<file path="config.mk">
export PLATFORM = sky130hd
export DESIGN_NAME = osc_ctrl
export DESIGN_NICKNAME = d
export VERILOG_FILES = /design/src/design/osc_ctrl.v /design/src/design/osc_edge_sync.v
export VERILOG_INCLUDE_DIRS = /design/src /design/src/design
export SDC_FILE = /design/constraint.sdc
export NUM_CORES = 1
export LEC_CHECK = 0
export BUFFER_PORTS_ARGS = -buffer_cell sky130_fd_sc_hd__buf_2
export CELL_PAD_IN_SITES_DETAIL_PLACEMENT = 0
export CELL_PAD_IN_SITES_GLOBAL_PLACEMENT = 1
export CORE_UTILIZATION = 37
export CTS_BUF_LIST = sky130_fd_sc_hd__clkbuf_4 sky130_fd_sc_hd__clkbuf_8
export DETAILED_ROUTE_END_ITERATION = 10
export PLACE_DENSITY_LB_ADDON = 0.1
export RECOVER_POWER = 50
export SLEW_MARGIN = 20
export SYNTH_ARGS = -nofsm -noshare
export SYNTH_HDL_FRONTEND = slang
export SYNTH_SLANG_ARGS = --single-unit
export TNS_END_PERCENT = 10
</file>
<file path="constraint.sdc">
create_clock -name hclk -period 2.5 [get_ports hclk]
set_input_delay 0.125 -clock hclk [delete_from_list [all_inputs] [get_ports hclk]]
set_output_delay 0.125 -clock hclk [all_outputs]
set_load 0.005 [all_outputs]
</file>
<file path="src/design/osc_defs.vh">
// constants for the oscillator start-up and mode control block
// Summary of operation
// - crystal modes count 1024 input-pin cycles before releasing the core
// - start-up count runs after power-on (post delay timer) and each sleep wake
// - core held, program counter frozen, while the count runs
// - external clock mode skips the start-up count entirely
// - external clock mode clocks from input pin, frees output pin for I/O
// - static logic: stopped external clock halts core, state kept
// - restarted external clock resumes exactly where it stopped
// - gain setting low, medium or high follows the crystal mode
// - rc clock-output mode drives output pin with rc frequency divided by 4
// - rc io mode uses input pin for rc, output pin becomes I/O
// - trim register bits 7-6 read zero, writes ignored
// - trim clears on power-on/brown-out only; freq select resets to 10 always
// - config words sit at 2007h and 2008h, programming mode only
// - trim value is six-bit two's complement frequency adjustment
// - frequency select reset value 10 selects 8 MHz or 250 kHz
// - trim write starts frequency shift, no completion flag
`ifndef OSC_DEFS_VH
`define OSC_DEFS_VH
`define OSC_OFS_CTRL      12'h000
`define OSC_OFS_TRIM      12'h004
`define OSC_OFS_STATUS    12'h008
`define OSC_OFS_CFG_ONE   12'h00C
`define OSC_OFS_CFG_TWO   12'h010
`define OSC_OFS_GPIO      12'h014
`define OSC_CFG_ONE_ADDR  14'h2007
`define OSC_CFG_TWO_ADDR  14'h2008
`define OSC_STARTUP_COUNT 11'd1024
`define OSC_FREQ_RESET    2'b10
`define OSC_FREQ_LSB      4
`define OSC_LOCK_BIT      3
`define OSC_STABLE_BIT    2
`define OSC_TRIM_RESET    6'h00
`define OSC_CFG_RESET     14'h3FFF
`define OSC_MODE_LP       3'b000
`define OSC_MODE_XT       3'b001
`define OSC_MODE_HS       3'b010
`define OSC_MODE_EC       3'b011
`define OSC_MODE_RC_NETWORK_IO_MODE     3'b100
`define OSC_MODE_RC       3'b101
`define OSC_GAIN_LOW      2'b01
`define OSC_GAIN_MED      2'b10
`define OSC_GAIN_HIGH     2'b11
`define OSC_GAIN_OFF      2'b00
`endif

</file>
<file path="src/design/osc_ctrl.v">
// oscillator start-up timer, mode control and register slave
`timescale 1ns/1ps
`include "osc_defs.vh"
module osc_ctrl (
  input  wire        hclk,
  input  wire        hresetn,
  input  wire        hsel,
  input  wire [31:0] haddr,
  input  wire [1:0]  htrans,
  input  wire        hwrite,
  input  wire [2:0]  hsize,
  input  wire [31:0] hwdata,
  input  wire        hready,
  output wire [31:0] hrdata,
  output wire        hreadyout,
  output wire        hresp,
  input  wire        por_event,
  input  wire        bor_event,
  input  wire        powerup_timer_done,
  input  wire        wake_event,
  input  wire        prog_mode,
  input  wire        osc_input_pin,
  input  wire        osc_lock_in,
  input  wire        osc_stable_in,
  input  wire        gpio_out,
  input  wire        gpio_oe,
  output wire        gpio_in,
  output wire        osc_output_pin_o,
  output wire        osc_output_pin_oe,
  input  wire        osc_output_pin_i,
  output wire        core_reset_hold,
  output wire        core_clk_en,
  output wire [1:0]  amp_gain,
  output wire        rc_osc_en,
  output wire [5:0]  trim_value,
  output wire        trim_update,
  output wire [1:0]  internal_freq_select,
  output wire        pll_enable_bit
);
  localparam ST_IDLE = 3'b001;
  localparam ST_WAIT = 3'b010;
  localparam ST_RUN  = 3'b100;

  reg  [2:0]  state_ff;
  reg  [2:0]  nxt_state;
  reg  [10:0] count_ff;
  reg  [10:0] nxt_count;
  reg  [1:0]  skip_ff;
  reg  [1:0]  nxt_skip;
  reg  [1:0]  freq_ff;
  reg  [5:0]  trim_ff;
  reg         trim_upd_ff;
  reg  [13:0] cfg_one_ff;
  reg  [13:0] cfg_two_ff;
  reg  [31:0] rdata_ff;
  reg         wr_ph_ff;
  reg  [11:0] wr_addr_ff;
  reg  [3:0]  div_ff;
  reg         divided_clock_output_ff;
  reg         gpio_in_ff;
  reg         startup_ff;
  wire        pin_lvl;
  wire        pin_rise;
  wire        lock_s;
  wire        stable_s;
  wire        io_s;
  wire [2:0]  mode;
  wire        crystal;
  wire        ext_clk;
  wire        rc_mode;
  wire        pin_is_io;
  wire        powerup_delay_timer_en;
  wire        start_evt;
  wire        addr_ok;
  wire [11:0] ofs;

  osc_edge_sync u_pin (.hclk(hclk), .hresetn(hresetn), .din(osc_input_pin),
    .level(pin_lvl), .rise(pin_rise));
  osc_edge_sync u_lock (.hclk(hclk), .hresetn(hresetn), .din(osc_lock_in),
    .level(lock_s), .rise());
  osc_edge_sync u_stab (.hclk(hclk), .hresetn(hresetn), .din(osc_stable_in),
    .level(stable_s), .rise());
  osc_edge_sync u_io (.hclk(hclk), .hresetn(hresetn), .din(osc_output_pin_i),
    .level(io_s), .rise());

  // mode from the first configuration word
  assign mode      = cfg_one_ff[2:0];
  assign powerup_delay_timer_en   = ~cfg_one_ff[4];
  assign pll_enable_bit = cfg_one_ff[12];
  assign crystal   = (mode == `OSC_MODE_LP) | (mode == `OSC_MODE_XT) | (mode == `OSC_MODE_HS);
  assign ext_clk   = (mode == `OSC_MODE_EC);
  assign rc_mode   = (mode == `OSC_MODE_RC) | (mode == `OSC_MODE_RC_NETWORK_IO_MODE);
  assign pin_is_io = ext_clk | (mode == `OSC_MODE_RC_NETWORK_IO_MODE);

  // wake or power-on (after the delay timer when enabled) starts the count
  assign start_evt = wake_event | (por_event & (~powerup_delay_timer_en | powerup_timer_done));

  always @*
  begin
    nxt_state = state_ff;
    nxt_count = count_ff;
    nxt_skip  = skip_ff;
    case (state_ff)
      ST_IDLE:
      begin
        if (startup_ff | start_evt)
        begin
          nxt_count = 11'd0;
          nxt_skip  = 2'b11;
          nxt_state = crystal ? ST_WAIT : ST_RUN;
        end
      end
      ST_WAIT:
      begin
        nxt_skip = {skip_ff[0], 1'b0};
        // rises still inside the synchroniser at the start predate the event
        if (pin_rise && !skip_ff[1])
          nxt_count = count_ff + 11'd1;
        if (start_evt)
        begin
          nxt_count = 11'd0;
          nxt_skip  = 2'b11;
          nxt_state = crystal ? ST_WAIT : ST_RUN;
        end
        else if (count_ff == `OSC_STARTUP_COUNT)
          nxt_state = ST_RUN;
      end
      ST_RUN:
      begin
        if (start_evt)
        begin
          nxt_count = 11'd0;
          nxt_skip  = 2'b11;
          nxt_state = crystal ? ST_WAIT : ST_RUN;
        end
      end
      default:
        nxt_state = ST_IDLE;
    endcase
  end

  // first start follows the reset release once por qualifies
  always @(posedge hclk or negedge hresetn)
  begin
    if (!hresetn)
    begin
      state_ff   <= ST_IDLE;
      count_ff   <= 11'd0;
      skip_ff    <= 2'b00;
      startup_ff <= 1'b0;
    end
    else
    begin
      state_ff   <= nxt_state;
      count_ff   <= nxt_count;
      skip_ff    <= nxt_skip;
      startup_ff <= 1'b0;
    end
  end

  assign core_reset_hold = ~state_ff[2];
  // external clock: core advances only on input edges, nothing is lost on stop
  assign core_clk_en = state_ff[2] & (ext_clk ? pin_rise : 1'b1);

  assign amp_gain = (mode == `OSC_MODE_LP) ? `OSC_GAIN_LOW :
                    (mode == `OSC_MODE_XT) ? `OSC_GAIN_MED :
                    (mode == `OSC_MODE_HS) ? `OSC_GAIN_HIGH : `OSC_GAIN_OFF;
  assign rc_osc_en = rc_mode;

  // divide-by-4: toggle every second rising edge of the rc input
  always @(posedge hclk or negedge hresetn)
  begin
    if (!hresetn)
    begin
      div_ff    <= 4'h0;
      divided_clock_output_ff <= 1'b0;
    end
    else if ((mode == `OSC_MODE_RC) && pin_rise)
    begin
      div_ff <= {3'b000, ~div_ff[0]};
      if (div_ff[0])
        divided_clock_output_ff <= ~divided_clock_output_ff;
    end
  end

  assign osc_output_pin_o  = (mode == `OSC_MODE_RC) ? divided_clock_output_ff : gpio_out;
  assign osc_output_pin_oe = (mode == `OSC_MODE_RC) | (pin_is_io & gpio_oe);
  always @(posedge hclk or negedge hresetn)
  begin
    if (!hresetn)
      gpio_in_ff <= 1'b0;
    else
      gpio_in_ff <= pin_is_io & io_s;
  end
  assign gpio_in = gpio_in_ff;

  // ahb-lite slave, zero wait states
  assign ofs     = wr_addr_ff;
  assign addr_ok = hsel & htrans[1] & hready;

  always @(posedge hclk or negedge hresetn)
  begin
    if (!hresetn)
    begin
      wr_ph_ff   <= 1'b0;
      wr_addr_ff <= 12'h000;
      rdata_ff   <= 32'h0000_0000;
    end
    else
    begin
      wr_ph_ff <= addr_ok & hwrite;
      if (addr_ok)
        wr_addr_ff <= haddr[11:0];
      if (addr_ok & ~hwrite)
      begin
        case (haddr[11:0])
          `OSC_OFS_CTRL:
            rdata_ff <= {24'h0000_00, 2'b00, freq_ff, lock_s, stable_s, 2'b00};
          `OSC_OFS_TRIM:
            rdata_ff <= {24'h0000_00, 2'b00, trim_ff};
          `OSC_OFS_STATUS:
            rdata_ff <= {13'h0000, count_ff, 5'h00, state_ff};
          `OSC_OFS_CFG_ONE:
            rdata_ff <= prog_mode ? {18'h0_0000, cfg_one_ff} : 32'h0000_0000;
          `OSC_OFS_CFG_TWO:
            rdata_ff <= prog_mode ? {18'h0_0000, cfg_two_ff} : 32'h0000_0000;
          `OSC_OFS_GPIO:
            rdata_ff <= {31'h0000_0000, gpio_in_ff};
          default:
            rdata_ff <= 32'h0000_0000;
        endcase
      end
    end
  end

  // frequency select always resets to 10
  always @(posedge hclk or negedge hresetn)
  begin
    if (!hresetn)
      freq_ff <= `OSC_FREQ_RESET;
    else if (wr_ph_ff && ofs == `OSC_OFS_CTRL)
      freq_ff <= hwdata[`OSC_FREQ_LSB+1:`OSC_FREQ_LSB];
  end

  // trim and config survive hresetn; only power-on or brown-out clears trim
  always @(posedge hclk)
  begin
    if (por_event | bor_event)
    begin
      trim_ff     <= `OSC_TRIM_RESET;
      trim_upd_ff <= 1'b0;
    end
    else if (wr_ph_ff && ofs == `OSC_OFS_TRIM)
    begin
      trim_ff     <= hwdata[5:0];
      trim_upd_ff <= 1'b1;
    end
    else
      trim_upd_ff <= 1'b0;
  end

  always @(posedge hclk)
  begin
    if (por_event & ~prog_mode)
    begin
      cfg_one_ff <= cfg_one_ff;
      cfg_two_ff <= cfg_two_ff;
    end
    else if (wr_ph_ff && prog_mode && ofs == `OSC_OFS_CFG_ONE)
      cfg_one_ff <= hwdata[13:0];
    else if (wr_ph_ff && prog_mode && ofs == `OSC_OFS_CFG_TWO)
      cfg_two_ff <= hwdata[13:0];
  end

  assign trim_value           = trim_ff;
  assign trim_update          = trim_upd_ff;
  assign internal_freq_select = freq_ff;
  assign hrdata    = rdata_ff;
  assign hreadyout = 1'b1;
  assign hresp     = 1'b0;
endmodule // osc_ctrl

</file>
<file path="src/design/osc_edge_sync.v">
// two-flop synchroniser with rising edge pulse
`timescale 1ns/1ps
module osc_edge_sync (
  input  wire hclk,
  input  wire hresetn,
  input  wire din,
  output wire level,
  output wire rise
);
  reg s1_ff;
  reg s2_ff;
  reg s3_ff;
  always @(posedge hclk or negedge hresetn)
  begin
    if (!hresetn)
    begin
      s1_ff <= 1'b0;
      s2_ff <= 1'b0;
      s3_ff <= 1'b0;
    end
    else
    begin
      s1_ff <= din;
      s2_ff <= s1_ff;
      s3_ff <= s2_ff;
    end
  end
  assign level = s2_ff;
  assign rise  = s2_ff & ~s3_ff;
endmodule // osc_edge_sync

</file>
Yosys cells after proc, flatten, opt, wreduce, memory -nomap -nowiden
Cells that the tools add are included.
- bits in registers: 110
- output and inout port bits: 52
- equality and inequality tests: 20
- reduce and logical (&&, ||, !) cells: 19
- mux-type cells: 21
- add/subtract/negate cells: 1
- bitwise operators: 26
- operators by type and width (kind ; count):
    $pmux W19 S6 ; 1
    $eq A12 B4 Y1 const B ; 3
    $eq A12 B5 Y1 const B ; 3
    $mux W11 ; 3
    $mux W14 ; 2
    $eq A12 B3 Y1 const B ; 2
    $logic_not A12 Y1 ; 2
    $pmux W11 S2 ; 1
    $mux W3 ; 4
    $add A11 B1 Y11 const B ; 1
    $eq A11 B11 Y1 const B ; 1
    $and A1 B1 Y1 ; 10
    $mux W2 ; 5
    $eq A3 B2 Y1 const B ; 3
    $eq A3 B3 Y1 const B ; 3
    $not A1 Y1 ; 8
    $or A1 B1 Y1 ; 8
    $reduce_and A2 Y1 ; 4
    $logic_and A1 B1 Y1 ; 7
    $eq A3 B1 Y1 const B ; 2
    $ne A3 B3 Y1 const B ; 2
    $pmux W3 S2 ; 1
    $reduce_and A3 Y1 ; 2
    $pmux W2 S2 ; 1
    other kinds (6) ; 8

Depth between registers and ports, before layout
Gate-level depths: netlist of the first run.
- word-level depth: 6
- mapped depth: 6
- gate-level depth less buffers: 5

Hierarchy
From an unflattened synthesis of the first run, not the netlist that was laid out.
- cells, all modules: 366
- area, all modules: 4396.7 um^2
- by module, submodules not included (module ; instances ; area an instance (um^2) ; cells each ; sequential area each (um^2)):
    osc_ctrl ; 1 ; 4041.4 ; 350 ; 2309.7
    osc_edge_sync ; 4 ; 88.8 ; 4 ; 75.1

Least setup slack after synthesis of the first run
OpenSTA, ideal clock, no wires.
- path type: register to register
- from: reg wr_addr_ff[1] (netlist: ofs[1])
- to: reg cfg_two_ff[0], enable pin
- required time: 2.079 ns
- setup time: 0.421 ns
- clock period less this slack: 2.656 ns
- data arrival time: 2.235 ns
- cell stages (with the launch flop): 4
- path slack: -0.156 ns
- cell sequence: dfrtp_1 nor4_1 nand3_1 nor4_1
- cells in the longest elaborated chain, start to end: 4
- ends and longest elaborated chain (item ; line ; RTL):
    start, declared ; osc_ctrl.v:57 ; reg [11:0] wr_addr_ff;
    start signal, assigned ; osc_ctrl.v:213 ; wr_addr_ff <= haddr[11:0];
    $eq A12 B4 Y1 (no source line) ; n/a ;
    $logic_and A1 B1 Y1 (no source line) ; n/a ;
    $not A1 Y1 (no source line) ; n/a ;
    $reduce_and A3 Y1 (no source line) (*) ; n/a ;
    end signal, assigned ; osc_ctrl.v:267 ; cfg_two_ff <= cfg_two_ff;
    end signal, assigned ; osc_ctrl.v:272 ; cfg_two_ff <= hwdata[13:0];
    end, declared ; osc_ctrl.v:54 ; reg [13:0] cfg_two_ff;
Mark *: on every way between the ends. The rest lies on a longest branch, timed or not.
A chain may end at the register's enable or synchronous reset.

Worst setup path in the final report of the first run
- from: reg state_ff[1]
- to: reg count_ff[10]
- cells in the longest elaborated chain, start to end: 4
- ends and longest elaborated chain (item ; line ; RTL):
    start, declared ; osc_ctrl.v:44 ; reg [2:0] state_ff;
    start signal, assigned ; osc_ctrl.v:154 ; state_ff <= nxt_state;
    $eq A3 B3 Y1 / $eq A3 B1 Y1 (equally long branches) ; osc_ctrl.v:103 ; case (state_ff)
    $reduce_or A2 Y1 (no source line) ; n/a ;
    $ne A2 B1 Y1 (no source line) ; n/a ;
    $reduce_and A3 Y1 (no source line) ; n/a ;
    end signal, assigned ; osc_ctrl.v:155 ; count_ff <= nxt_count;
    end, declared ; osc_ctrl.v:46 ; reg [10:0] count_ff;
Parallel ways exist; a longest one is shown, timed or not.

==> summary.md, run 1 <==
| Metric | Value |
|---|---|
| # fillers | 1,096 |
| DR vias | between 3,000 and 4,000 |
| Worst setup path startpoint | state_ff[1]$_DFFE_PN0P_ |
| N_diodes | 0 |
| CP endpoint kind | register |
| Die Area | 12,300 sq um |
| Routed Antenna Nets | 0 |
| Layout cell share with drive strength beyond 1 | 0.2500 |
| Max Fclk | ~0.47 GHz |
| Min Tclk post-route | 2.141 ns |
| DRT iter0 DRCs | 116 |
| CTS tree | yes |
| Worst-margin pin slew | 1.381 ns |
| CTS Buffer Depth | 2 |
| RD Place Congestion | ~0.75 |
| Detailed placer's ending HPWL | 7185 um |
| TritonRoute pass-1 iters | 4 |
| Setup repair bufs after CTS | 0 |
| Lkg Pwr | 2.243 nW |
| WL final | 10,250 um |
| Endpoints failing hold | 0 |
| Sw Pwr | 1.057 mW |
| Main synth FF type | dfrtp_1 |
| Slew HR | 0.07953 |
| Cell variety after synth | 62 |
| Num CTS Buffers | 9 |
| Worst Path Arrival | 2.43 ns |
| Power Density | 647.0 nW/um^2 |
| Root Buffer | clkbuf_8 |
| Die H | 110.9 um |
| Commonest non-fill, non-tap cell in the layout | buf_2 |
| Sw frac | 0.3050 |
| Ys async rst share | 0.6392 |
| Final Skew | 0.01506 ns |
| Area delta synth->final | 22.04% |
| Crit start category | register |
| Initial antenna violation count | 0 |
| Io pins | 137 |
| Effective utilization at floorplan | 0.3828 |
| Avg Cell Area, Syn | 11.77 sq um |
| Combinational Power Share | 0.202 |
| Core area | 11,470 sq um |
| Tcrit/Tclk final | 0.8565 |
| Max-slew violations | 0 |
| Vias in the first global route | 3,342 |
| GRT overflow | 0 |
| Critical path class | reg -> reg |
| Ys Warns | 0 |
| GRT Resource Usage Total | 0.1766 |
| Most frequent cells in the layout | buf_2, dfrtp_1, nand2_1 |
| Row cnt | 39 |
| RSZ-0062 raised after global routing | no |
| H-tree levels | 3 |
| Port bufs | 79 |
| Nets | 566 |
| Max-cap violations | 0 |
| Hold Path Class | in -> reg |
| Mapped Cells | around 370 |
| Via-to-Cell Ratio | around 5.2 |
| Sequential fraction of the synthesis area | 0.5775 |
| Sequential Power Share | 0.529 |
| Finished Core Util | 0.4671 |
| Hold path start | prog_mode |
| P_int | 2.409 mW |
| Post-synthesis register bit count | 97 |
| Post-Syn Area | ~4400 sq um |
| CP Max Fanout | 12 |
| Clock sink total | 97 |
| DP Cell Count | 582 |
| DRC | 0 |
| Setup violation total in the final timing report | 0 |
| Status | completed |
| Post-synth EDFFs | 28 |
| Clock Latency Late Sink | 0.38 ns |
| Clk pwr share | 0.269 |
| Worst r2r src | state_ff[1]$_DFFE_PN0P_ |
| Drt wl/cell | 16.34 um |
| Reg clk slew, reported paths | 0.09 ns |
| Final setup TNS | 0 ns |
| First-pass GRT wire length | 16,980 um |
| Non-Filler Instances | 627 |
| Largest net degree at the start of global routing | 40 |
| Worst VDD drop | 0.4063 mV |
| Worst Path Required | 2.79 ns |
| Die span in x | 110.9 um |
## kinds of logic after synthesis
logic type                 count (synthesis)  synth area share
and+or+nand+nor                           93            0.1083
muxes                                     33           0.08067
adders and majority gates                  2          0.005700
DFF                                       97            0.5775
xor gates and xnor gates                   5          0.009979
AOI/OAI and AO/OA                         94            0.1605
buffers and inverters                     47           0.05558
other                                      2          0.001711
## flip-flops by register name (all words and copies together), names as in the netlist, 2 cells and up
register / flops
internal_freq_select: 2
cfg_two_ff: 14
ofs: 12
trim_value: 6
skip_ff: 2
cfg_one_ff: 14
state_ff: 3
count_ff: 11
hrdata: 19
## synth_stat cells (2+ instances only)
| library cell | n | share of area |
|---|---|---|
| nor2_1 | 18 | 0.015 |
| dfrtp_1 | 60 | 0.34 |
| nand2_1 | 32 | 0.027 |
| a2bb2oi_1 | 4 | 0.0080 |
| conb_1 | 2 | 0.0017 |
| buf_4 | 15 | 0.026 |
| buf_2 | 3 | 0.0034 |
| a21oi_1 | 6 | 0.0068 |
| nand4_1 | 2 | 0.0029 |
| mux2i_1 | 14 | 0.032 |
| dfxtp_1 | 7 | 0.032 |
| a22oi_1 | 14 | 0.024 |
| o21a_1 | 2 | 0.0034 |
| inv_1 | 11 | 0.0094 |
| ha_1 | 2 | 0.0057 |
| nor3_1 | 2 | 0.0023 |
| nor3b_1 | 2 | 0.0034 |
| o21ai_0 | 23 | 0.026 |
| xnor2_1 | 2 | 0.0040 |
| nand2b_1 | 2 | 0.0029 |
| a22o_1 | 11 | 0.022 |
| edfxtp_1 | 28 | 0.19 |
| and3_1 | 2 | 0.0029 |
| nor4_1 | 5 | 0.0071 |
| a32oi_1 | 9 | 0.018 |
| o21bai_1 | 5 | 0.0086 |
| dfstp_2 | 2 | 0.012 |
| nand3_1 | 10 | 0.011 |
| nand4b_1 | 2 | 0.0040 |
| and2_1 | 2 | 0.0029 |
| a211oi_2 | 3 | 0.0086 |
| o221ai_1 | 2 | 0.0040 |
| o2bb2ai_1 | 3 | 0.0060 |
| xor2_1 | 3 | 0.0060 |
| clkbuf_1 | 15 | 0.013 |
| nor2b_1 | 4 | 0.0057 |
| mux2_2 | 19 | 0.049 |
## final cells by class
class	instances	area (sq um)	share of cell area
clock inverter	6	40.04	0.007475
sequential	97	2535	0.4733
timing repair buffer	117	749.5	0.1399
inverter	12	45.04	0.008409
tap	143	178.9	0.03340
multi-input combinational	242	1677	0.3130
clock buffer	10	131.4	0.02453
## critical path, stage by stage, from the launching register on
cell       delay, ns
dfrtp_1         0.56
nand2b_1        0.22
a311o_1         0.59
a2111oi_2       0.47
mux2i_1         0.22
## power groups by stage
stage / Clock (mW) / Sequential [mW] / Combinational [mW]
2_1_floorplan: 0 / 1.80 / 0.520
3_3_place_gp: 0 / 1.86 / 0.655
3_5_place_dp: 0 / 1.86 / 0.663
4_1_cts: 0.968 / 1.83 / 0.701
5_1_grt: 1.03 / 1.85 / 0.774
6_report: 0.932 / 1.83 / 0.702
## metrics by stage
step | hold slack (ns) | power [mW] | worst slack (ns) | cell area (sq um)
detailed placement | 0.1735 | 2.527 | 0.2209 | 4917
global placement | 0.1752 | 2.519 | 0.2474 | 4917
global route | 0.1304 | 3.655 | 0.1785 | 5356
floorplan | -0.1706 | 2.324 | 0.1612 | 4444
finish | 0.1414 | 3.466 | 0.3588 | 5356
CTS | 0.1260 | 3.500 | 0.2284 | 5379
## final timing paths
| kind | endpoint | slack (ns) | cells after the start |
|---|---|---|---|
| min | hrdata[2]$_DFFE_PN0P_ | 0.14 | 3 |
| max | count_ff[10]$_DFFE_PN0P_ | 0.36 | 4 |
| min in group asynchronous | hrdata[16]$_DFFE_PN0P_ | 0.58 | 2 |
| min reg2reg | u_lock.level$_DFF_PN0_ | 0.36 | 0 |
| max reg2reg | count_ff[10]$_DFFE_PN0P_ | 0.36 | 4 |
| max in group asynchronous | internal_freq_select[1]$_DFFE_PN1P_ | 0.57 | 3 |
## timing repair
item,CTS,global route
hold buffers,29,0
resized for setup,0,0
hold endpoints to repair,69,0
## per-layer routing
| layer | wire [um] | GRT usage | vias to the layer above | part of all wire |
|---|---|---|---|---|
| met1 | 4706 | 0.2223 | 1625 | 0.46 |
| met3 | 418 | 0.05631 | 9 | 0.041 |
| met2 | 4952 | 0.2894 | 70 | 0.48 |
| met5 | 0 | 0 | - | 0 |
| li1 | - | - | 1562 | - |
| met4 | 167 | 0.05333 | 0 | 0.016 |
No activity file was read; power rests on OpenSTA's default activity.
==> run 2: changes to the inputs <==
--- a/config.mk
+++ b/config.mk
@@ -10,4 +10,5 @@
 export CELL_PAD_IN_SITES_DETAIL_PLACEMENT = 0
 export CELL_PAD_IN_SITES_GLOBAL_PLACEMENT = 1
+export CORE_MARGIN = 5
 export CORE_UTILIZATION = 37
 export CTS_BUF_LIST = sky130_fd_sc_hd__clkbuf_4 sky130_fd_sc_hd__clkbuf_8
==> constraint.sdc (replaced) <==
create_clock -name hclk -period 2.5 [get_ports hclk]
set_input_delay 0.5 -clock hclk [delete_from_list [all_inputs] [get_ports hclk]]
set_output_delay 0.5 -clock hclk [all_outputs]
set_load 0.005 [all_outputs]
==> run 2 against run 1 <==
Sequential cell count stayed put. Count of clock-buffer cells in the layout is 1 lower. Clock power is 4.9% higher. Non-clock buffer count is 22 lower. First-iteration DRC count is 2.6% lower. Critical path depth stayed put. Combinational power is 2% lower. Worst hold slack better by 0.082 ns. Sequential share of layout area is 2.1 points higher. Die area is 15% higher. Fmax is 0.37% higher.
==> summary.md, run 2 (synthesis gave the netlist of run 1 again) <==
| Metric | Value |
|---|---|
| Critical path class | reg -> reg |
| R2R cell count | 4 |
| Worst-margin pin slew | 1.446 ns |
| RD Place Congestion | 0.7869 |
| TritonRoute pass-1 iters | 4 |
| Sw Pwr | 1.086 mW |
| Status | completed |
| Crit start category | register |
| DRC | 0 |
| Reg clk slew, reported paths | ~0.1 ns |
| Drt wl/cell | 16.91 um |
| Clock Latency Late Sink | 0.37 ns |
| Setup repair bufs after CTS | 0 |
| Effective utilization at floorplan | 0.3811 |
| Area delta synth->final | 16.85% |
| Worst Path Arrival | 2.43 ns |
| Layout cell share with drive strength beyond 1 | 0.2814 |
| Hold Slack | 0.2237 ns |
| Final Skew | 0.009319 ns |
| First-pass GRT wire length | between 15,000 and 20,000 um |
| H-tree levels | 3 |
| Core area | 11,520 sq um |
| DRT iter0 DRCs | 113 |
| Via-to-Cell Ratio | 5.187 |
| RR Endpoint | count_ff[10]$_DFFE_PN0P_ |
| Max-cap violations | 0 |
| Hold buffer count at cts | 0 |
| GRT overflow | 0 |
| DR vias | 3,138 |
| CTS tree | yes |
| Clock sink total | 97 |
| WL final | 10,230 um |
| CP endpoint kind | register |
| Slew HR | 0.03582 |
| P_int | 2.415 mW |
| Min Tclk post-route | between 2 and 2.5 ns |
| CTS Buffer Depth | 2 |
| Final setup TNS | 0 ns |
| Combinational Power Share | 0.197 |
| Initial antenna violation count | 0 |
| Max-slew violations | 0 |
| Largest net degree at the start of global routing | 39 |
| Max reg flops | 19 |
| Final instance area | 5129 sq um |
| Hold Path Class | in -> reg |
| Endpoints failing hold | 0 |
| Detailed placer's ending HPWL | between 7000 and 8000 um |
| GRT Resource Usage Total | 0.1507 |
| Hold path endpoint | u_pin.s1_ff$_DFF_PN0_ |
| Setup violation total in the final timing report | 0 |
| Routed Antenna Nets | 0 |
| RSZ-0062 raised after global routing | no |
| Die H | about 120 um |
| Nets | between 500 and 600 |
| Worst r2r src | u_pin.s3_ff$_DFF_PN0_ |
| Root Buffer | clkbuf_8 |
| Port bufs | 79 |
| Row cnt | 39 |
| Worst Path Required | between 2 and 3 ns |
| Lkg Pwr | 2.166 nW |
| Commonest non-fill, non-tap cell in the layout | buf_2 |
| Post_cts resized | 0 |
| Most frequent cells in the layout | buf_2, dfrtp_1, nand2_1 |
| Io pins | 137 |
| CP Max Fanout | 12 |
| Register-to-register setup slack | 0.37 ns |
| N_diodes | 0 |
| Die span in x | roughly 120 um |
| Power Density | 682.6 nW/um^2 |
| Die Area | 14,140 sq um |
| Sw frac | 0.3102 |
| Tcrit/Tclk final | 0.8533 |
| Num CTS Buffers | 9 |
| Hold path start | osc_input_pin |
| Sequential Power Share | 0.524 |
| Clk pwr share | 0.279 |
| Worst VDD drop | 0.2675 mV |
| Max Fclk | about 0.47 GHz |
| Vias in the first global route | 3,248 |
| Hold Path Depth | 1 |
| Post-DP Area | around 5000 sq um |
## run 2: routing by layer
metal,vias to the layer above,track usage,share of wire
met5,-,0,0
met4,0,0.05793,0.015
met3,12,0.03128,0.041
met2,72,0.2504,0.49
met1,1532,0.1941,0.45
li1,1522,-,-
## run 2: power by group through the flow
stage                     Combinational [mW]  Clock (mW)  Sequential, mW
after global placement                 0.683           0            1.87
after floorplan                        0.520           0            1.80
after detailed placement               0.698           0            1.87
final                                  0.689       0.978            1.83
after CTS                              0.701        1.01            1.83
after global routing                   0.782        1.08            1.85
## run 2: how the worst max path moves through the flow
| stage | startpoint | endpoint | cells past startpoint | slack (ns) |
|---|---|---|---|---|
| floorplan | ofs[6]$_DFFE_PN0P_ | cfg_one_ff[0]$_DFFE_PP_ | 3 | 0.16 |
| global placement | por_event | count_ff[10]$_DFFE_PN0P_ | 5 | 0.41 |
| detailed placement | u_pin.s3_ff$_DFF_PN0_ | count_ff[10]$_DFFE_PN0P_ | 4 | 0.39 |
| CTS | u_pin.s3_ff$_DFF_PN0_ | count_ff[10]$_DFFE_PN0P_ | 4 | 0.36 |
| global route | state_ff[2]$_DFFE_PN0P_ | core_clk_en | 3 | 0.21 |
| finish | u_pin.s3_ff$_DFF_PN0_ | count_ff[10]$_DFFE_PN0P_ | 4 | 0.37 |
## run 2: through the flow
stage / util / instances / worst slack (ns) / power, mW
global placement: 0.4305 / 589 / 0.4084 / 2.550
global route: 0.4454 / 605 / 0.2112 / 3.718
CTS: 0.4467 / 605 / 0.3555 / 3.547
detailed placement: 0.4305 / 589 / 0.3892 / 2.563
finish: 0.4454 / 605 / 0.3668 / 3.501
floorplan: - / 386 / 0.1612 / 2.324
## run 2: cell type report
class | count | area [sq um]
Inverter | 12 | 45.04
Tap cell | 143 | 178.9
Sequential cell | 97 | 2535
Clock buffer | 9 | 123.9
Timing Repair Buffer | 95 | 513.0
Multi-Input combinational cell | 242 | 1670
Fill cell | 1092 | 6387
Clock inverter | 7 | 62.56
## run 2: worst max-delay path, cell delays in order, from the launching register on
cell	delay [ns]
dfrtp_1	0.38
or3b_1	0.40
a311o_1	0.59
a2111oi_2	0.47
mux2i_1	0.21
